`config.mk`:
```
export PLATFORM = sky130hd
export DESIGN_NAME = timer_pair_pwm_output_setup
export DESIGN_NICKNAME = d
export VERILOG_FILES = /design/src/hw/pwm_pair_pkg.sv /design/src/hw/timer_pair_pwm_output_setup.sv
export SDC_FILE = /design/constraint.sdc
export NUM_CORES = 1
export LEC_CHECK = 0
export ABC_AREA = 1
export BUFFER_PORTS_ARGS = -buffer_cell sky130_fd_sc_hd__buf_2
export CAP_MARGIN = 10
export CORE_ASPECT_RATIO = 1.1
export CORE_MARGIN = 2
export CORE_UTILIZATION = 35
export DETAILED_ROUTE_END_ITERATION = 6
export GPL_ROUTABILITY_DRIVEN = 0
export PLACE_DENSITY_LB_ADDON = 0.1
export SYNTH_ARGS = -nofsm -noshare
export SYNTH_HDL_FRONTEND = slang
export SYNTH_SLANG_ARGS = --single-unit
```
`constraint.sdc`:
```
create_clock -name clk_i -period 5.28 [get_ports clk_i]
set_clock_uncertainty 0.05 [all_clocks]
set_input_delay 0.528 -clock clk_i [delete_from_list [all_inputs] [get_ports clk_i]]
set_output_delay 0.528 -clock clk_i [all_outputs]
set_load 0.01 [all_outputs]
```
`src/hw/pwm_pair_pkg.sv`:
```
package pwm_pair_pkg;

	// ------------------------------------------------------------
	// channel layout
	// ------------------------------------------------------------
	localparam int NUM_CH = 4;
	localparam int CNT_W = 16;
	localparam int ADDR_W = 8;
	localparam int DATA_W = 32;

	// ------------------------------------------------------------
	// register byte offsets
	// ------------------------------------------------------------
	localparam logic [7:0] OFS_POWER = 8'h00;
	localparam logic [7:0] OFS_PRESCALE = 8'h04;
	localparam logic [7:0] OFS_OUT_VALUE = 8'h08;
	localparam logic [7:0] OFS_OUT_ENABLE = 8'h0C;
	localparam logic [7:0] OFS_OUT_POLARITY = 8'h10;
	localparam logic [7:0] OFS_OUT_MODE = 8'h14;
	localparam logic [7:0] OFS_PORT_MODE = 8'h18;
	localparam logic [7:0] OFS_START = 8'h1C;
	localparam logic [7:0] OFS_STOP = 8'h20;
	localparam logic [7:0] OFS_RUN_STATUS = 8'h24;
	localparam logic [7:0] OFS_MODE_BASE = 8'h40;
	localparam logic [7:0] OFS_DATA_BASE = 8'h50;
	localparam logic [7:0] OFS_COUNT_BASE = 8'h60;
	localparam logic [7:0] OFS_ARRAY_MASK = 8'hF0;

	// ------------------------------------------------------------
	// fields and reset values
	// ------------------------------------------------------------
	localparam int POWER_BIT = 0;
	localparam int PRESCALE_A_LSB = 0;
	localparam int PRESCALE_B_LSB = 4;
	localparam int PRESCALE_W = 4;
	localparam logic [3:0] PORT_MODE_RESET = 4'hF;
	localparam logic [15:0] IDLE_FULL = 16'hFFFF;
	localparam logic [15:0] IDLE_SPLIT = 16'h00FF;
	localparam logic [15:0] DATA_RESET = 16'hFFFF;

	// mode register: clock select on top, pair bit at 11
	typedef struct packed {
		logic clk_sel;
		logic [2:0] rsv_a;
		logic pair_bit;
		logic [10:0] rsv_b;
	} mode_t;

	typedef enum logic {
		CH_STOP = 1'b0,
		CH_RUN = 1'b1
	} ch_state_t;

endpackage

```
`src/hw/timer_pair_pwm_output_setup.sv`:
```
// Local design decisions: the register addresses and the Avalon-MM register port.
`timescale 1ns/1ps
`default_nettype none

// Function
// output enable 0: counting leaves pin, pin shows stored output value
// output enable 1: counting events drive the pin level
// output value bit 0 drives low, 1 drives high
// polarity 0 active-high pulse, 1 active-low pulse
// output mode 1: master event sets, slave count end clears
// output mode 0: master mode, polarity ignored, output toggles
// mode register clock select 1 picks second prescaled clock
// prescaler makes two shared clocks, each channel picks one
// power bit 0: no clock, register reads and writes blocked
// power bit 1: clock and writes enabled, channels stay stopped
// software loads period and duty data and modes before start
// software clears master output mode, polarity and enable first
// software sets slave mode, polarity, default level, then enable
// stopped channel value change stays off pin until port output
// port mode input keeps the pin high impedance
// only channels 0 and 2 master; higher channels up to 3 slave
// channel 2 mode has master select; channel 0 fixed at 0
// channels 1 and 3 mode carry split bit for 8-bit timing
// period is master data plus one count clocks
// pin active one count clock after master event, off at zero
// slave one-count: reload on trigger, down to zero, park all ones
// stop freezes counters and holds the pin level
module timer_pair_pwm_output_setup (
	// clock and reset
	input wire logic clk_i,
	input wire logic arst_n_i,
	// avalon-mm slave
	input wire logic [pwm_pair_pkg::ADDR_W-1:0] avs_address_i,
	input wire logic avs_read_i,
	input wire logic avs_write_i,
	input wire logic [pwm_pair_pkg::DATA_W-1:0] avs_writedata_i,
	output logic [pwm_pair_pkg::DATA_W-1:0] avs_readdata_o,
	output logic avs_waitrequest_o,
	// pwm pins, output enable low while driving
	output logic [pwm_pair_pkg::NUM_CH-1:0] slave_pwm_pin_o,
	output logic [pwm_pair_pkg::NUM_CH-1:0] slave_pwm_pin_oe_n_o
);

	localparam int N = pwm_pair_pkg::NUM_CH;
	localparam int W = pwm_pair_pkg::CNT_W;

	// ------------------------------------------------------------
	// functions
	// ------------------------------------------------------------
	function automatic logic div_tick(input logic [W-1:0] cnt,
		input logic [3:0] sel);
		logic [W-1:0] mask;
		mask = W'((32'h1 << sel) - 32'h1);
		return (cnt & mask) == mask;
	endfunction

	function automatic logic is_master(input int ch, input logic msel2);
		return (ch == 0) || (ch == 2 && msel2);
	endfunction

	function automatic int trig_src(input int ch, input logic msel2);
		return (ch == 3 && msel2) ? 2 : 0;
	endfunction

	// ------------------------------------------------------------
	// registers
	// ------------------------------------------------------------
	logic power_reg;
	logic [7:0] prescale_reg;
	logic [N-1:0] output_value_reg;
	logic [N-1:0] output_enable_reg;
	logic [N-1:0] output_polarity_reg;
	logic [N-1:0] output_mode_reg;
	logic [N-1:0] port_mode_reg;
	pwm_pair_pkg::mode_t mode_reg [N];
	logic [W-1:0] data_reg [N];
	logic [W-1:0] cnt_reg [N];
	pwm_pair_pkg::ch_state_t state_reg [N];
	logic [N-1:0] pend_reg;
	logic [W-1:0] pre_cnt_reg;
	logic wait_reg;
	logic [31:0] rdata_reg;

	logic wr_en;
	logic rd_req;
	logic msel2;
	logic tick_a;
	logic tick_b;
	logic [N-1:0] tick;
	logic [N-1:0] master;
	logic [N-1:0] start_w;
	logic [N-1:0] stop_w;
	logic [N-1:0] mev;
	logic [N-1:0] trig;
	logic [N-1:0] sload;
	logic [N-1:0] send;
	logic [W-1:0] idle [N];
	logic [W-1:0] reload [N];
	logic [31:0] rdata_next;

	assign avs_readdata_o = rdata_reg;
	assign avs_waitrequest_o = wait_reg;
	assign slave_pwm_pin_o = output_value_reg;
	assign slave_pwm_pin_oe_n_o = port_mode_reg;

	// ------------------------------------------------------------
	// avalon handshake: answer one cycle after the request
	// ------------------------------------------------------------
	assign wr_en = avs_write_i && !wait_reg;
	assign rd_req = avs_read_i && wait_reg;

	always_ff @(posedge clk_i or negedge arst_n_i) begin
		if (!arst_n_i) begin
			wait_reg <= 1'b1;
		end else begin
			wait_reg <= !((avs_read_i || avs_write_i) && wait_reg);
		end
	end

	always_comb begin
		rdata_next = 32'h0;
		if (avs_address_i == pwm_pair_pkg::OFS_POWER) begin
			rdata_next[pwm_pair_pkg::POWER_BIT] = power_reg;
		end else if (power_reg) begin
			unique case (avs_address_i)
				pwm_pair_pkg::OFS_PRESCALE: rdata_next[7:0] = prescale_reg;
				pwm_pair_pkg::OFS_OUT_VALUE: rdata_next[N-1:0] = output_value_reg;
				pwm_pair_pkg::OFS_OUT_ENABLE:
					rdata_next[N-1:0] = output_enable_reg;
				pwm_pair_pkg::OFS_OUT_POLARITY:
					rdata_next[N-1:0] = output_polarity_reg;
				pwm_pair_pkg::OFS_OUT_MODE: rdata_next[N-1:0] = output_mode_reg;
				pwm_pair_pkg::OFS_PORT_MODE: rdata_next[N-1:0] = port_mode_reg;
				pwm_pair_pkg::OFS_RUN_STATUS: begin
					for (int i = 0; i < N; i++) begin
						rdata_next[i] = (state_reg[i] == pwm_pair_pkg::CH_RUN);
					end
				end
				default: begin
					for (int i = 0; i < N; i++) begin
						if (avs_address_i == pwm_pair_pkg::OFS_MODE_BASE + 8'(4*i)) begin
							rdata_next[W-1:0] = mode_reg[i];
						end
						if (avs_address_i == pwm_pair_pkg::OFS_DATA_BASE + 8'(4*i)) begin
							rdata_next[W-1:0] = data_reg[i];
						end
						if (avs_address_i == pwm_pair_pkg::OFS_COUNT_BASE + 8'(4*i)) begin
							rdata_next[W-1:0] = cnt_reg[i];
						end
					end
				end
			endcase
		end
	end

	always_ff @(posedge clk_i or negedge arst_n_i) begin
		if (!arst_n_i) begin
			rdata_reg <= 32'h0;
		end else if (rd_req) begin
			rdata_reg <= rdata_next;
		end
	end

	// ------------------------------------------------------------
	// configuration writes; power off resets the whole unit
	// ------------------------------------------------------------
	always_ff @(posedge clk_i or negedge arst_n_i) begin
		if (!arst_n_i) begin
			power_reg <= 1'b0;
		end else if (wr_en && avs_address_i == pwm_pair_pkg::OFS_POWER) begin
			power_reg <= avs_writedata_i[pwm_pair_pkg::POWER_BIT];
		end
	end

	always_ff @(posedge clk_i or negedge arst_n_i) begin
		if (!arst_n_i) begin
			prescale_reg <= 8'h00;
			output_enable_reg <= 4'h0;
			output_polarity_reg <= 4'h0;
			output_mode_reg <= 4'h0;
			port_mode_reg <= pwm_pair_pkg::PORT_MODE_RESET;
			for (int i = 0; i < N; i++) begin
				mode_reg[i] <= '0;
				data_reg[i] <= pwm_pair_pkg::DATA_RESET;
			end
		end else if (!power_reg) begin
			prescale_reg <= 8'h00;
			output_enable_reg <= 4'h0;
			output_polarity_reg <= 4'h0;
			output_mode_reg <= 4'h0;
			port_mode_reg <= pwm_pair_pkg::PORT_MODE_RESET;
			for (int i = 0; i < N; i++) begin
				mode_reg[i] <= '0;
				data_reg[i] <= pwm_pair_pkg::DATA_RESET;
			end
		end else if (wr_en) begin
			unique case (avs_address_i)
				pwm_pair_pkg::OFS_PRESCALE: prescale_reg <= avs_writedata_i[7:0];
				pwm_pair_pkg::OFS_OUT_ENABLE:
					output_enable_reg <= avs_writedata_i[N-1:0];
				pwm_pair_pkg::OFS_OUT_POLARITY:
					output_polarity_reg <= avs_writedata_i[N-1:0];
				pwm_pair_pkg::OFS_OUT_MODE: output_mode_reg <= avs_writedata_i[N-1:0];
				pwm_pair_pkg::OFS_PORT_MODE: port_mode_reg <= avs_writedata_i[N-1:0];
				default: begin
					for (int i = 0; i < N; i++) begin
						if (avs_address_i == pwm_pair_pkg::OFS_MODE_BASE + 8'(4*i)) begin
							mode_reg[i] <= avs_writedata_i[W-1:0];
							if (i == 0) begin
								mode_reg[i].pair_bit <= 1'b0;
							end
						end
						if (avs_address_i == pwm_pair_pkg::OFS_DATA_BASE + 8'(4*i)) begin
							data_reg[i] <= avs_writedata_i[W-1:0];
						end
					end
				end
			endcase
		end
	end

	// ------------------------------------------------------------
	// prescaler and channel roles
	// ------------------------------------------------------------
	always_ff @(posedge clk_i or negedge arst_n_i) begin
		if (!arst_n_i) begin
			pre_cnt_reg <= '0;
		end else if (!power_reg) begin
			pre_cnt_reg <= '0;
		end else begin
			pre_cnt_reg <= pre_cnt_reg + W'(1);
		end
	end

	assign tick_a = power_reg && div_tick(pre_cnt_reg,
		prescale_reg[pwm_pair_pkg::PRESCALE_A_LSB +: pwm_pair_pkg::PRESCALE_W]);
	assign tick_b = power_reg && div_tick(pre_cnt_reg,
		prescale_reg[pwm_pair_pkg::PRESCALE_B_LSB +: pwm_pair_pkg::PRESCALE_W]);
	assign msel2 = mode_reg[2].pair_bit;

	always_comb begin
		for (int i = 0; i < N; i++) begin
			tick[i] = mode_reg[i].clk_sel ? tick_b : tick_a;
			master[i] = is_master(i, msel2);
			// split bit narrows channels 1 and 3 to 8 bits
			idle[i] = (i % 2 == 1 && mode_reg[i].pair_bit) ?
				pwm_pair_pkg::IDLE_SPLIT : pwm_pair_pkg::IDLE_FULL;
			reload[i] = data_reg[i] & idle[i];
			start_w[i] = wr_en && power_reg && avs_writedata_i[i] &&
				avs_address_i == pwm_pair_pkg::OFS_START;
			stop_w[i] = wr_en && power_reg && avs_writedata_i[i] &&
				avs_address_i == pwm_pair_pkg::OFS_STOP;
		end
		for (int i = 0; i < N; i++) begin
			mev[i] = master[i] && !stop_w[i] && (start_w[i] ||
				(state_reg[i] == pwm_pair_pkg::CH_RUN && tick[i] &&
				cnt_reg[i] == '0));
		end
		for (int i = 0; i < N; i++) begin
			trig[i] = !master[i] && state_reg[i] == pwm_pair_pkg::CH_RUN &&
				mev[trig_src(i, msel2)];
			sload[i] = !master[i] && !stop_w[i] &&
				state_reg[i] == pwm_pair_pkg::CH_RUN && tick[i] && pend_reg[i];
			send[i] = !master[i] && !stop_w[i] &&
				state_reg[i] == pwm_pair_pkg::CH_RUN && tick[i] &&
				!pend_reg[i] && cnt_reg[i] == W'(1);
		end
	end

	// ------------------------------------------------------------
	// counters
	// ------------------------------------------------------------
	always_ff @(posedge clk_i or negedge arst_n_i) begin
		if (!arst_n_i) begin
			for (int i = 0; i < N; i++) begin
				state_reg[i] <= pwm_pair_pkg::CH_STOP;
				cnt_reg[i] <= pwm_pair_pkg::IDLE_FULL;
			end
		end else if (!power_reg) begin
			for (int i = 0; i < N; i++) begin
				state_reg[i] <= pwm_pair_pkg::CH_STOP;
				cnt_reg[i] <= pwm_pair_pkg::IDLE_FULL;
			end
		end else begin
			for (int i = 0; i < N; i++) begin
				if (stop_w[i]) begin
					state_reg[i] <= pwm_pair_pkg::CH_STOP;
				end else if (start_w[i]) begin
					state_reg[i] <= pwm_pair_pkg::CH_RUN;
					cnt_reg[i] <= master[i] ? data_reg[i] : idle[i];
				end else if (state_reg[i] == pwm_pair_pkg::CH_RUN && tick[i]) begin
					if (master[i]) begin
						cnt_reg[i] <= (cnt_reg[i] == '0) ? data_reg[i] :
							cnt_reg[i] - W'(1);
					end else if (pend_reg[i]) begin
						cnt_reg[i] <= reload[i];
					end else if (cnt_reg[i] == '0) begin
						cnt_reg[i] <= idle[i];
					end else if (cnt_reg[i] != idle[i]) begin
						cnt_reg[i] <= cnt_reg[i] - W'(1);
					end
				end
			end
		end
	end

	// trigger waits for the slave's own count clock; new trigger wins
	always_ff @(posedge clk_i or negedge arst_n_i) begin
		if (!arst_n_i) begin
			pend_reg <= '0;
		end else begin
			for (int i = 0; i < N; i++) begin
				if (!power_reg || stop_w[i] ||
					state_reg[i] != pwm_pair_pkg::CH_RUN) begin
					pend_reg[i] <= 1'b0;
				end else if (trig[i]) begin
					pend_reg[i] <= 1'b1;
				end else if (tick[i]) begin
					pend_reg[i] <= 1'b0;
				end
			end
		end
	end

	// ------------------------------------------------------------
	// output stage
	// ------------------------------------------------------------
	always_ff @(posedge clk_i or negedge arst_n_i) begin
		if (!arst_n_i) begin
			output_value_reg <= 4'h0;
		end else if (!power_reg) begin
			output_value_reg <= 4'h0;
		end else begin
			for (int i = 0; i < N; i++) begin
				if (!output_enable_reg[i]) begin
					if (wr_en && avs_address_i == pwm_pair_pkg::OFS_OUT_VALUE) begin
						output_value_reg[i] <= avs_writedata_i[i];
					end
				end else if (!output_mode_reg[i]) begin
					if (mev[i]) begin
						output_value_reg[i] <= !output_value_reg[i];
					end
				end else if (sload[i]) begin
					// zero duty never goes active
					output_value_reg[i] <= (reload[i] != '0) ?
						!output_polarity_reg[i] : output_polarity_reg[i];
				end else if (send[i]) begin
					output_value_reg[i] <= output_polarity_reg[i];
				end
			end
		end
	end

	// ------------------------------------------------------------
	// checks
	// ------------------------------------------------------------
	property p_disabled_static;
		@(posedge clk_i) disable iff (!arst_n_i)
		power_reg && !output_enable_reg[1] &&
			!(wr_en && avs_address_i == pwm_pair_pkg::OFS_OUT_VALUE)
			|=> output_value_reg[1] == $past(output_value_reg[1]);
	endproperty
	a_disabled_static: assert property (p_disabled_static)
		else $error("disabled output changed without a write");

	property p_slave_active;
		@(posedge clk_i) disable iff (!arst_n_i)
		sload[1] && output_enable_reg[1] && output_mode_reg[1] &&
			reload[1] != '0
			|=> output_value_reg[1] != output_polarity_reg[1];
	endproperty
	a_slave_active: assert property (p_slave_active)
		else $error("slave output not active after reload");

	property p_slave_inactive;
		@(posedge clk_i) disable iff (!arst_n_i)
		send[1] && output_enable_reg[1] && output_mode_reg[1]
			|=> output_value_reg[1] == output_polarity_reg[1] &&
			cnt_reg[1] == '0;
	endproperty
	a_slave_inactive: assert property (p_slave_inactive)
		else $error("slave output not inactive at zero");

	property p_master_toggle;
		@(posedge clk_i) disable iff (!arst_n_i)
		mev[0] && output_enable_reg[0] && !output_mode_reg[0]
			|=> output_value_reg[0] != $past(output_value_reg[0]);
	endproperty
	a_master_toggle: assert property (p_master_toggle)
		else $error("master output did not toggle on event");

	property p_power_read;
		@(posedge clk_i) disable iff (!arst_n_i)
		rd_req && !power_reg && avs_address_i != pwm_pair_pkg::OFS_POWER
			|=> !avs_waitrequest_o && avs_readdata_o == 32'h0;
	endproperty
	a_power_read: assert property (p_power_read)
		else $error("read while unit powered off not blocked");

	property p_power_stop;
		@(posedge clk_i) disable iff (!arst_n_i)
		!power_reg ##1 power_reg |-> state_reg[0] == pwm_pair_pkg::CH_STOP &&
			state_reg[1] == pwm_pair_pkg::CH_STOP;
	endproperty
	a_power_stop: assert property (p_power_stop)
		else $error("channel running right after power on");

	property p_one_count;
		@(posedge clk_i) disable iff (!arst_n_i)
		!master[1] && state_reg[1] == pwm_pair_pkg::CH_RUN && tick[1] &&
			!pend_reg[1] && cnt_reg[1] == '0 && !stop_w[1]
			|=> cnt_reg[1] == idle[1];
	endproperty
	a_one_count: assert property (p_one_count)
		else $error("slave did not park at idle value");

	property p_stop_freeze;
		@(posedge clk_i) disable iff (!arst_n_i)
		stop_w[1] && power_reg |=> cnt_reg[1] == $past(cnt_reg[1]) &&
			output_value_reg[1] == $past(output_value_reg[1]) ##1
			state_reg[1] == pwm_pair_pkg::CH_STOP;
	endproperty
	a_stop_freeze: assert property (p_stop_freeze)
		else $error("stop did not freeze counter and pin");

	property p_master_reload;
		@(posedge clk_i) disable iff (!arst_n_i)
		mev[0] |=> cnt_reg[0] == $past(data_reg[0]);
	endproperty
	a_master_reload: assert property (p_master_reload)
		else $error("master did not reload period data");

endmodule // timer_pair_pwm_output_setup

`default_nettype wire

```
# == After elaboration in Yosys (flattened, before gate mapping) ==
# Cells that the tools add are included.
# totals
regBits,261
latchBits,0
ram_bits,0
rom_bits,0
input_bits,44
output_inout_bits,41
word_cells,367
memories,0
# op_classes
add_sub_neg,7
n_mul,0
n_div,0
order_cmp,1
eq_ne,71
shift,2
mux,126
bitwise,7
reduce_logical,109
# op_table
cell,n
16-bit 2-to-1 mux,49
64-bit 2-to-1 mux,7
8-bit by 7-bit equality test with 1-bit output (second input constant),12
16-bit by 1-bit subtractor with 16-bit output (second input constant),6
16-bit AND,4
16-bit logical NOT,4
4-bit 2-to-1 mux,14
1-bit logical AND,49
16-bit by 1-bit equality test with 1-bit output (second input constant),3
16-bit nonzero test,3
1-bit 2-to-1 mux,47
3-bit AND reduction,15
3-bit by 1-bit inequality test with 1-bit output (second input constant),12
16-bit equality test,2
8-bit by 5-bit equality test with 1-bit output (second input constant),4
8-bit 2-to-1 mux,4
16-bit inequality test,2
1-bit by 4-bit left shift with 16-bit output (first input constant),2
2-bit by 1-bit inequality test with 1-bit output (second input constant),14
4-bit case mux with 7 select lines,1
16-bit by 1-bit adder with 16-bit output (second input constant),1
8-bit by 4-bit equality test with 1-bit output (second input constant),2
8-bit by 6-bit equality test with 1-bit output (second input constant),2
1-bit logical NOT,16
22 further kinds,48

# == Logic depth before layout (Yosys ltp) ==
# Gate-level depths: netlist of run 1.
# logic_depth
ltp_word,16
ltp_mapped,22

# == Least setup slack after synthesis of run 1 ==
# OpenSTA, ideal clock, no wires.
# synth_path
path_type,register to register
from,register prescale_reg[5]
to,register cnt_reg[27] (netlist bit)
setup_time_ns,0.083
arrival_ns,2.316
required_ns,5.147
slack_ns,2.831
path_stages_with_launch,21
path_buffers,2
synth_period_minus_slack_ns,2.449
path_cell_list,dfrtp_1 buf_2 nor2_4 nand2_1 ha_1 inv_1 nand2_1 nand3_1 nor2_1 nand3_1 nor2_1 nand2_1 nor2_1 nand3_1 nand2_2 o311ai_2 nand3_4 nand2_4 buf_6 nand2_1 o21ai_2
# synth_via
elab_chain_len,9
# synth_lines
item,line,text
"start, declared",timer_pair_pwm_output_setup.sv:69,logic [7:0] prescale_reg;
"start signal, assigned",timer_pair_pwm_output_setup.sv:198,pwm_pair_pkg::OFS_PRESCALE: prescale_reg <= avs_writedata_i[7:0];
1-bit by 4-bit left shift with 16-bit output (*),timer_pair_pwm_output_setup.sv:53,mask = W'((32'h1 << sel) - 32'h1);
16-bit by 1-bit subtractor with 16-bit output (*),timer_pair_pwm_output_setup.sv:53,
16-bit AND,timer_pair_pwm_output_setup.sv:54,return (cnt & mask) == mask;
16-bit equality test (*),timer_pair_pwm_output_setup.sv:54,
1-bit logical AND (*),timer_pair_pwm_output_setup.sv:237,"assign tick_b = power_reg && div_tick(pre_cnt_reg,"
1-bit 2-to-1 mux (*),timer_pair_pwm_output_setup.sv:243,tick[i] = mode_reg[i].clk_sel ? tick_b : tick_a;
1-bit logical AND (*),timer_pair_pwm_output_setup.sv:291,end else if (state_reg[i] == pwm_pair_pkg::CH_RUN && tick[i]) begin
3-bit by 1-bit inequality test with 1-bit output (no line) (*),--,
3-bit AND reduction (no line) (*),--,
"end signal, assigned by index",timer_pair_pwm_output_setup.sv:290,cnt_reg[i] <= master[i] ? data_reg[i] : idle[i];
"end signal, assigned by index",timer_pair_pwm_output_setup.sv:293,cnt_reg[i] <= (cnt_reg[i] == '0) ? data_reg[i] :
"end signal, assigned by index",timer_pair_pwm_output_setup.sv:296,cnt_reg[i] <= reload[i];
"end, declared",timer_pair_pwm_output_setup.sv:77,logic [W-1:0] cnt_reg [N];
# Every way passes the cells marked *; elsewhere a longest branch is shown, timed or not.
# A chain may end at the register's enable or synchronous reset.

# == Final worst setup path of run 1 ==
# layout_path
from,"register wait_reg, in the netlist avs_waitrequest_o"
to,"register output_value_reg[0], in the netlist slave_pwm_pin_o[0]"
# layout_via
elab_chain_len,9
# layout_lines
item,line,text
"start, declared",timer_pair_pwm_output_setup.sv:81,logic wait_reg;
"start signal, assigned",timer_pair_pwm_output_setup.sv:116,wait_reg <= !((avs_read_i || avs_write_i) && wait_reg);
1-bit logical NOT (*),timer_pair_pwm_output_setup.sv:109,assign wr_en = avs_write_i && !wait_reg;
1-bit logical AND (*),timer_pair_pwm_output_setup.sv:109,
1-bit logical AND (2 in series),"timer_pair_pwm_output_setup.sv:249, timer_pair_pwm_output_setup.sv:251",
1-bit logical AND (on tied branches),"timer_pair_pwm_output_setup.sv:251, timer_pair_pwm_output_setup.sv:249",
1-bit logical NOT / 1-bit logical OR (equally long branches),--,
1-bit logical AND,timer_pair_pwm_output_setup.sv:255,mev[i] = master[i] && !stop_w[i] && (start_w[i] ||
3-bit by 2-bit inequality test with 1-bit output (no line),--,
3-bit AND reduction (no line) (*),--,
"end signal, assigned by index",timer_pair_pwm_output_setup.sv:337,output_value_reg[i] <= avs_writedata_i[i];
"end signal, assigned by index",timer_pair_pwm_output_setup.sv:341,output_value_reg[i] <= !output_value_reg[i];
"end signal, assigned by index",timer_pair_pwm_output_setup.sv:345,output_value_reg[i] <= (reload[i] != '0) ?
"end, declared",timer_pair_pwm_output_setup.sv:70,logic [N-1:0] output_value_reg;
# Marked as above.

==> impl_metrics.csv, run 1 <==
group,metric,value,unit
min_path,holdCritPathClass,"in2async",
grt,grtUsageTotal,25.5,%
status,status,"finished, violations left",
final_layout,drive_gt1_share,13.9,%
final_layout,multi_input_area,0.00783,mm^2
drt,route.detailed.drc,0,
logic_synthesis,async_reset_ff_share,100,%
final_layout,fin_nets,2296,
drt,viasPerCell,5.38,
clock_network,cts_sinks,259,
floorplanning,die_height,227,um
clock_network,cts_resized,0,
logic_synthesis,syn_area_per_cell,7.15,um^2
placed_design,dp_hpwl,43100,um
sta,tns,0,ns
sta,finalSetupViolCount,0,
sta,period_needed,3.56,ns
setup_path,crit_fanout,19,
drt,postRouteAntennaNets,0,
floorplanning,initial_utilization,35.5,%
logic_synthesis,synth_cell_types,51,
clock_network,cts_tree,"done",
status,violations,"hold timing",
logic_synthesis,synth_seq_cells,259,
logic_synthesis,ys_seq_area_share,42.0,%
setup_path,setup.worst_path.start_class,"register",
grt,grt_pass1_vias,14900,
sta,worst_pin_slew,1.19,ns
logic_synthesis,synthFlopType,"dfstp_2",
floorplanning,io_pins,85,
drt,routed.top_layer,"met4",
sta,fin_hold_ws,-0.00752,ns
clock_network,htree_levels,2,
final_layout,regArea,0.00665,mm^2
sta,final_max_slew_viol_count,0,
clock_network,cts_setup_buffers,0,
floorplanning,die-area,0.0469,mm^2
drt,dr.pass1.iters,5,
logic_synthesis,synthCells,2211,
clock_network,ctsRootBufferMaster,"clkbuf_16",
drt,met2WireLength,26800,um
sta,max_freq,281,MHz
sta,hold_viol,10,
logic_synthesis,synth_edf_count,0,
logic_synthesis,ys_warn_count,0,
drt,wl_per_cell,20.5,um
grt,grt_max_degree,117,
final_layout,areaGrowthSynthToFinish,12.3,%
clock_network,hold_buffers,0,
final_layout,n_antenna_cell,0,
grt,overflow,0,
clock_network,cts_buffers,35,
setup_path,worstPathRequired,5.70,ns
drt,wl_met1,25300,um
clock_network,clock_latency,0.57,ns
floorplanning,core_area,0.0445,mm^2
drt,drtIter0Drc,1106,
power_and_ir_drop,power.density,469,mW/mm^2
grt,antenna_found_initial,1,
sta,maxSlewHeadroom,20.5,%
floorplanning,std_cell_rows,81,
setup_path,crit_type,"reg2reg",
power_and_ir_drop,ir_drop,0.260,mV
clock_network,cts.reportedPaths.clkPinSlew,0.05,ns
floorplanning,die_w,207,um
run,maxCapViolCount,0,
drt,drt-total-wl,58400,um
setup_path,end_kind,"register",
drt,met3_length,3370,um
grt,grt_first_pass_wirelength,89800,um
placed_design,io_buffers,52,
drt,vias,15300,
sta,rsz0062_at_grt,"false",
sta,fin_crit_sh,67.4,%
logic_synthesis,syn_area,0.0158,mm^2
final_layout,nFillCells,4690,
power_and_ir_drop,cellLeakagePower,8.13,nW
clock_network,clock_path_buffers,3,
setup_path,crit_arrival,3.99,ns
## placed cells by master, fill, tap and decap left out, types with 5 or more instances in the layout
cell type	synthesis	routed
a221oi_1	7	7
xor2_1	31	31
o21ai_1	12	8
a31oi_1	30	30
o21ai_2	8	12
dfstp_2	133	133
inv_1	240	239
o22ai_1	24	24
clkinv_2	0	8
o21ai_0	256	256
o221ai_1	8	8
clkbuf_1	63	6
buf_4	18	17
a21oi_1	139	135
dfrtp_1	126	125
o311ai_0	6	6
o2111ai_1	7	7
nor4_1	13	13
buf_2	11	51
a211oi_1	7	7
nand4_1	41	41
conb_1	1	16
clkbuf_16	0	35
nor2_1	244	244
o211ai_1	13	13
inv_2	8	9
ha_1	14	14
nand2_1	549	549
nand3_1	118	118
nor3_1	25	25
clkbuf_8	0	10
nor2_2	5	5
nand2_2	8	8
## Yosys cell counts (4+ instances only)
cell type / n / share of area [%]
a211oi_1: 7 / 0.33
a21oi_1: 139 / 4.4
a221oi_1: 7 / 0.39
a31oi_1: 30 / 1.2
buf_2: 11 / 0.35
buf_4: 18 / 0.85
buf_6: 5 / 0.36
clkbuf_1: 63 / 1.5
dfrtp_1: 126 / 20
dfstp_2: 133 / 22
ha_1: 14 / 1.1
inv_1: 240 / 5.7
inv_2: 8 / 0.19
nand2_1: 549 / 13
nand2_2: 8 / 0.32
nand3_1: 118 / 3.7
nand4_1: 41 / 1.6
nor2_1: 244 / 5.8
nor2_2: 5 / 0.20
nor3_1: 25 / 0.79
nor4_1: 13 / 0.51
o2111ai_1: 7 / 0.39
o211ai_1: 13 / 0.62
o21ai_0: 256 / 8.1
o21ai_1: 12 / 0.38
o21ai_2: 8 / 0.44
o21bai_1: 4 / 0.19
o221ai_1: 8 / 0.44
o22ai_1: 24 / 0.95
o311ai_0: 6 / 0.33
o41ai_1: 4 / 0.22
xnor2_1: 4 / 0.22
xor2_1: 31 / 1.7
## worst max-delay path: stages (launching register included)
cell	delay (ns)
dfstp_2	0.39
nor2_4	0.43
clkinv_1	0.64
nor2_1	0.29
nand2_1	0.19
nand2_1	0.48
inv_2	0.29
nor2_1	0.16
nand2_1	0.17
o21bai_1	0.20
nand3_1	0.08
o21ai_0	0.09
## kinds of logic (layout without fill, tap and decap cells)
family	after synthesis	count (layout)	synth area share, %
AOI/OAI and AO/OA	535	535	18.9
xor gates and xnor gates	35	35	1.94
adders and majority gates	14	14	1.11
buffers and inverters	348	387	9.01
DFF	259	259	42.0
other	1	16	0.0237
and+or+nand+nor	1019	1019	26.9
## report_power, final
group / internal (mW) / switching, mW / leakage [nW]
Combinational: 0.847 / 1.54 / 4.50
Sequential: 2.87 / 0.656 / 3.05
Clock: 1.42 / 0.994 / 0.579
## metrics by stage
step                total power, mW  cells  cell area (um^2)  setup WS, ns  util (%)
global route                   8.93   2846             17800          1.42      39.9
floorplan                      5.10   2226             15900          2.83         -
detailed placement             5.90   2779             16600          1.42      37.2
CTS                            8.37   2843             17700          1.68      39.8
global placement               5.86   2779             16600          1.41      37.2
finish                         8.33   2846             17800          1.72      39.9
## final timing paths
path	startpoint	to	slack [ns]	depth (start not counted)
min in group clk_i	avs_read_i	avs_waitrequest_o$_DFF_PN1_	0.09	2
worst max-delay path	avs_waitrequest_o$_DFF_PN1_	slave_pwm_pin_o[0]$_DFFE_PN0P_	1.72	11
worst max register to register	avs_waitrequest_o$_DFF_PN1_	slave_pwm_pin_o[0]$_DFFE_PN0P_	1.72	11
max in group asynchronous	arst_n_i	avs_readdata_o[13]$_DFFE_PN0P_	4.01	2
worst min register to register	pre_cnt_reg[0]$_DFF_PN0_	pre_cnt_reg[0]$_DFF_PN0_	0.42	1
worst min-delay path	arst_n_i	pre_cnt_reg[6]$_DFF_PN0_	-0.008	1
## routing by layer
metal / up-vias / track usage (%)
li1: 7376 / -
met3: 139 / 3.92
met2: 469 / 41.0
met1: 7328 / 33.5
met4: 0 / 12.7
met5: - / 0
## cell type report
| cell class | instances | share of cell area (%) |
|---|---|---|
| well taps | 581 | 4.09 |
| clock buffers | 51 | 5.83 |
| multi-input cells | 1619 | 44.1 |
| inverters | 251 | 5.30 |
| flip-flops and latches | 259 | 37.4 |
| repair buffers | 72 | 2.52 |
| clock inverters | 13 | 0.733 |
Note: power is estimated with default switching activity, not from simulation.
==> run 2: changes to the inputs <==
==> constraint.sdc (replaced) <==
create_clock -name clk_i -period 3.7 [get_ports clk_i]
set_clock_uncertainty 0.05 [all_clocks]
set_input_delay 0.37 -clock clk_i [delete_from_list [all_inputs] [get_ports clk_i]]
set_output_delay 0.37 -clock clk_i [all_outputs]
set_load 0.01 [all_outputs]
==> run 2 against run 1 <==
- the run now ends clean
- sequential cell count unchanged
- non-clock buffer count up 42
- via count up 1.5%
- die area unchanged
- worst hold slack better by 0.048 ns
- sequential power up 43%
- combinational power up 44%
- sequential share of layout area down 0.76 points
- fmax up 9.3%
- register-to-register slack worse by 1.3 ns
- count of clock-buffer cells in the layout down 13
- critical path type unchanged
==> impl_metrics.csv, run 2 (synthesis gave the netlist of run 1 again) <==
group,metric,value,unit
clock_network,cts_buffers,31,
final_layout,n_antenna_cell,0,
final_layout,fin_nets,2334,
setup_path,crit_type,"reg2reg",
sta,finalSetupViolCount,0,
placed_design,place_inst,2820,
setup_path,setup.worst_path.start_class,"register",
setup_path,slowest_stage,"dfrtp_1",
clock_network,clock_latency,0.61,ns
sta,rsz0062_at_grt,"false",
final_layout,fin_cells,2881,
setup_path,reg2reg_from,"prescale_reg[1]$_DFFE_PN0P_",
drt,route.detailed.drc,0,
final_layout,drive_gt1_share,15.2,%
setup_path,crit_family,"simple AND/OR/NAND/NOR gates",
floorplanning,core_area,0.0445,mm^2
placed_design,io_buffers,52,
setup_path,cp.buffers_inverters,2,
grt,grt_max_degree,100,
min_path,worstHoldStart,"avs_writedata_i[11]",
setup_path,crit_fanout,17,
floorplanning,std_cell_rows,81,
sta,worst_pin_slew,1.05,ns
power_and_ir_drop,ir_drop,0.387,mV
clock_network,htree_levels,1,
drt,viasPerCell,5.40,
clock_network,cts.reportedPaths.clkPinSlew,0.06,ns
grt,grt_first_pass_wirelength,90500,um
power_and_ir_drop,cellLeakagePower,8.34,nW
grt,overflow,0,
clock_network,cts_sinks,259,
setup_path,crit_chain,"nor2_1 > nand2_1 > ha_1 > inv_1 > a21oi_1 > nand2_1 > nand2_1 > nand3_1 > nand3_1 > nor2_2 > nand2_2 > o21ai_2 > nand3_1 > nand2_2 > buf_12 > nor2_1 > a31oi_1",
setup_path,end_kind,"register",
final_layout,layout_commonest_cell,"nand2_1",
setup_path,crit_start,"prescale_reg[1]$_DFFE_PN0P_",
sta,fin_crit_sh,88.0,%
sta,final_max_slew_viol_count,0,
drt,drtIter0Drc,1208,
floorplanning,die_w,207,um
clock_network,clock_path_buffers,3,
grt,grt_pass1_vias,15000,
floorplanning,die-area,0.0469,mm^2
clock_network,ctsRootBufferMaster,"clkbuf_16",
final_layout,mostFrequentLayoutCells,"nand2_1, o21ai_0, nor2_1, inv_1, a21oi_1",
status,status,"finished, final reports clean",
setup_path,critPathMaxStageDelay,0.52,ns
floorplanning,die_height,227,um
drt,wl_per_cell,20.3,um
drt,postRouteAntennaNets,0,
final_layout,nFillCells,4649,
floorplanning,io_pins,85,
placed_design,dp_hpwl,44900,um
setup_path,crit_arrival,3.74,ns
min_path,holdCritPathClass,"in2reg",
sta,max_freq,307,MHz
drt,dr.pass1.iters,5,
grt,grtUsageTotal,25.4,%
sta,maxSlewHeadroom,30.0,%
setup_path,worstPathRequired,4.18,ns
sta,tns,0,ns
floorplanning,initial_utilization,35.5,%
power_and_ir_drop,power.density,663,mW/mm^2
sta,period_needed,3.26,ns
final_layout,areaGrowthSynthToFinish,14.6,%
drt,drt-total-wl,58500,um
clock_network,cts_resized,0,
sta,hold_viol,0,
clock_network,cts_tree,"done",
grt,antenna_found_initial,1,
run,maxCapViolCount,0,
drt,vias,15500,
[run 2: area by class of cell]
| cell class | count | area, um^2 | share of cell area [%] |
|---|---|---|---|
| Clock buffer | 38 | 852 | 4.70 |
| Clock inverter | 19 | 324 | 1.79 |
| Inverter | 251 | 942 | 5.20 |
| Multi-Input combinational cell | 1619 | 7830 | 43.2 |
| Sequential cell | 259 | 6650 | 36.7 |
| Tap cell | 581 | 727 | 4.01 |
| Timing Repair Buffer | 114 | 808 | 4.46 |
[run 2: metal layers]
layer,up-vias,GRT usage [%],share of wire (%)
met4,0,8.18,3.1
met3,92,2.69,5.3
met2,484,43.1,48
met1,7526,33.9,44
li1,7441,-,-
met5,-,0,0
[run 2: metrics by stage]
step           total power [mW]  hold slack (ns)  utilization, %  instance area, um^2  setup slack [ns]
4_1_cts                    12.1           0.0161            40.8                18100             0.490
2_1_floorplan              7.28           0.0244               -                15900              1.25
3_3_place_gp               8.38            0.404            38.0                16900             0.534
5_1_grt                    12.8           0.0671            40.8                18100            0.0604
3_5_place_dp               8.46            0.410            38.0                16900             0.493
6_report                   12.0           0.0401            40.8                18100             0.442
[run 2: final timing paths]
path	cells after the start	slack [ns]	end
min in group asynchronous	2	0.34	pre_cnt_reg[7]$_DFF_PN0_
worst min-delay path	3	0.04	data_reg[43]$_DFFE_PN1P_
worst max-delay path	17	0.44	cnt_reg[8]$_DFFE_PN1P_
worst min register to register	1	0.42	pre_cnt_reg[0]$_DFF_PN0_
max in group asynchronous	3	2.25	cnt_reg[26]$_DFFE_PN1P_
worst max register to register	17	0.44	cnt_reg[8]$_DFFE_PN1P_
[run 2: what timing repair did]
action                    4_1_cts  5_1_grt
hold buffers                    4        0
buffers inserted                0        0
hold endpoints to repair       68        0
[run 2: report_power, final]
part / switching, mW / internal [mW]
clock network: 1.35 / 2.20
logic: 2.21 / 1.23
registers: 0.944 / 4.09
total: 4.50 / 7.51
[run 2: worst min-delay path: cells and delay by family]
family / cells / cell delay, ns
AOI/OAI and AO/OA: 1 / 0.09
and+or+nand+nor: 1 / 0.13
buffers and inverters: 1 / 0.11
==> run 3: changes to the inputs <==
--- a/config.mk
+++ b/config.mk
@@ -11,8 +11,10 @@
 export CORE_ASPECT_RATIO = 1.1
 export CORE_MARGIN = 2
 export CORE_UTILIZATION = 35
+export CTS_CLUSTER_DIAMETER = 30
 export DETAILED_ROUTE_END_ITERATION = 6
-export GPL_ROUTABILITY_DRIVEN = 0
+export GPL_ROUTABILITY_DRIVEN = 1
+export MAX_ROUTING_LAYER = met4
 export PLACE_DENSITY_LB_ADDON = 0.1
 export SYNTH_ARGS = -nofsm -noshare
 export SYNTH_HDL_FRONTEND = slang
==> run 3 against run 2 <==
- die area stayed put
- sequential power hardly changed
- via count is 1.6% higher
- utilization is 3.7 points higher
- wire length is 4.1% higher
- sequential cell count stayed put
- count of clock-buffer cells in the layout is 69 higher
- critical endpoint is now cnt_reg[40]$_DFFE_PN1P_
- highest routed layer unchanged
==> impl_metrics.csv, run 3 (synthesis gave the netlist of run 1 again) <==
group,metric,value,unit
setup_path,crit_fanout,17,
floorplanning,initial_utilization,35.5,%
setup_path,reg2reg_depth,15,
floorplanning,io_pins,85,
floorplanning,die-area,0.0469,mm^2
drt,postRouteAntennaNets,0,
clock_network,cts_sinks,259,
sta,period_needed,3.28,ns
sta,finalSetupViolCount,0,
placed_design,dp_hpwl,45700,um
placed_design,pre_cts_ws,0.468,ns
grt,overflow,0,
grt,antenna_found_initial,1,
drt,vias,15800,
setup_path,crit_chain,"nor2_1 > nand2_1 > ha_1 > nand3_1 > nor2_1 > nor2_1 > nor2_1 > nor2_1 > nand2_2 > o21ai_2 > nand3_2 > nand2_2 > buf_12 > nor2_1 > a31oi_1",
setup_path,crit_type,"reg2reg",
sta,hold_viol,0,
power_and_ir_drop,ir_drop,0.478,mV
setup_path,worstPathRequired,4.16,ns
grt,grtUsageTotal,27.5,%
final_layout,mostFrequentLayoutCells,"nand2_1, o21ai_0, nor2_1, inv_1, a21oi_1",
sta,rsz0062_at_grt,"false",
clock_network,cts.reportedPaths.clkPinSlew,0.04,ns
drt,drtIter0Drc,1218,
floorplanning,core_area,0.0445,mm^2
grt,grt_first_pass_wirelength,93700,um
sta,fin_crit_sh,88.5,%
drt,drt-total-wl,60900,um
clock_network,ctsRootBufferMaster,"clkbuf_16",
clock_network,cts_buffers,78,
placed_design,io_buffers,52,
sta,maxSlewHeadroom,32.9,%
final_layout,fin_nets,2387,
min_path,min_to,"power_reg$_DFFE_PN0P_",
setup_path,cp.buffers_inverters,1,
grt,grt_pass1_vias,15600,
sta,final_max_slew_viol_count,0,
min_path,holdCritPathClass,"in2reg",
drt,route.detailed.drc,0,
floorplanning,die_height,227,um
min_path,hold_path_depth,3,
setup_path,setup.worst_path.start_class,"register",
clock_network,cts_tree,"done",
floorplanning,std_cell_rows,81,
drt,viasPerCell,5.31,
final_layout,layout_commonest_cell,"nand2_1",
min_path,worstHoldStart,"avs_writedata_i[0]",
clock_network,htree_levels,3,
drt,dr.pass1.iters,5,
setup_path,r2r_slack,0.42,ns
drt,wl_per_cell,20.5,um
floorplanning,die_w,207,um
setup_path,end_kind,"register",
placed_design,place_inst,2827,
sta,fin_hold_ws,0.0309,ns
final_layout,fin_cells,2976,
setup_path,reg2reg_from,"prescale_reg[1]$_DFFE_PN0P_",
clock_network,clock_latency,0.60,ns
setup_path,crit_family,"simple AND/OR/NAND/NOR gates",
power_and_ir_drop,power.density,786,mW/mm^2
setup_path,critPathMaxStageDelay,0.50,ns
sta,setup_ws,0.424,ns
setup_path,regToRegEndpoint,"cnt_reg[40]$_DFFE_PN1P_",
grt,grt_max_degree,77,
power_and_ir_drop,cellLeakagePower,9.14,nW
setup_path,crit_arrival,3.74,ns
final_layout,drive_gt1_share,18.0,%
sta,worst_pin_slew,1.00,ns
setup_path,crit_path_frequent_cell,"nor2_1",
sta,tns,0,ns
sta,max_freq,305,MHz
placed_design,gp_congestion,0.987,
clock_network,clock_path_buffers,3,
status,status,"finished, final reports clean",
setup_path,slowest_stage,"dfrtp_1",
run,maxCapViolCount,0,
final_layout,areaGrowthSynthToFinish,25.0,%
## run 3: changes by cell type in the layout (fill, tap and decap cells not counted)
cell	delta
clkbuf_1	+14
inv_6	+1
diode_2	+1
clkinv_4	-1
bufinv_16	+4
clkinv_2	+8
clkbuf_8	+6
clkbuf_16	+49
clkinvlp_4	+4
buf_12	-1
inv_16	+2
clkinv_8	+1
buf_4	+8
dlygate4sd3_1	-1
## run 3: tightest hold or removal path: cells and delay by family
family | cells | cell delay (ns)
and+or+nand+nor | 1 | 0.10
buffers and inverters | 1 | 0.13
AOI/OAI and AO/OA | 1 | 0.04
## run 3: area by class of cell
cell class                 instances  area, um^2
antenna                            1        2.50
inverter                         251         942
sequential                       259        6650
tap                              581         727
multi-input combinational       1619        7830
timing repair buffer             120         838
clock inverter                    38         571
clock buffer                     107        2210
fill                            4557       24700
## run 3: worst max path at each step
stage,to,slack [ns],depth (start not counted),start
6_report,cnt_reg[40]$_DFFE_PN1P_,0.42,15,prescale_reg[1]$_DFFE_PN0P_
3_3_place_gp,cnt_reg[46]$_DFFE_PN1P_,0.49,17,prescale_reg[1]$_DFFE_PN0P_
5_1_grt,cnt_reg[40]$_DFFE_PN1P_,0.11,17,prescale_reg[1]$_DFFE_PN0P_
4_1_cts,cnt_reg[40]$_DFFE_PN1P_,0.45,15,prescale_reg[1]$_DFFE_PN0P_
2_1_floorplan,cnt_reg[27]$_DFFE_PN1P_,1.25,20,prescale_reg[5]$_DFFE_PN0P_
3_5_place_dp,cnt_reg[40]$_DFFE_PN1P_,0.47,15,prescale_reg[1]$_DFFE_PN0P_
## run 3: metrics by stage
step	utilization [%]	area (um^2)	total power, mW
detailed placement	38.1	17000	8.49
floorplan	-	15900	7.28
global route	44.4	19800	16.5
CTS	44.4	19800	15.6
global placement	38.1	17000	8.43
finish	44.4	19800	15.5
## run 3: what timing repair did
action                                  4_1_cts  5_1_grt
setup buffers                                 0        0
endpoints found under the hold margin        59        0
resized for setup                             0        0
endpoints found under the setup margin        0        0
hold buffers                                  3        0
## run 3: layer usage
| layer | routed length [um] | vias to the layer above | part of all wire [%] | GRT usage (%) |
|---|---|---|---|---|
| met3 | 3370 | 134 | 5.5 | 4.82 |
| li1 | - | 7597 | - | - |
| met1 | 26300 | 7572 | 43 | 34.4 |
| met2 | 28600 | 486 | 47 | 43.0 |
| met4 | 2690 | 0 | 4.4 | 13.3 |
| met5 | 0 | - | 0 | - |
## run 3: report_power, final
part           total (mW)  internal [mW]  switching, mW
clock network        7.03           5.01           2.03
registers            5.04           4.10          0.945
logic                3.46           1.24           2.22
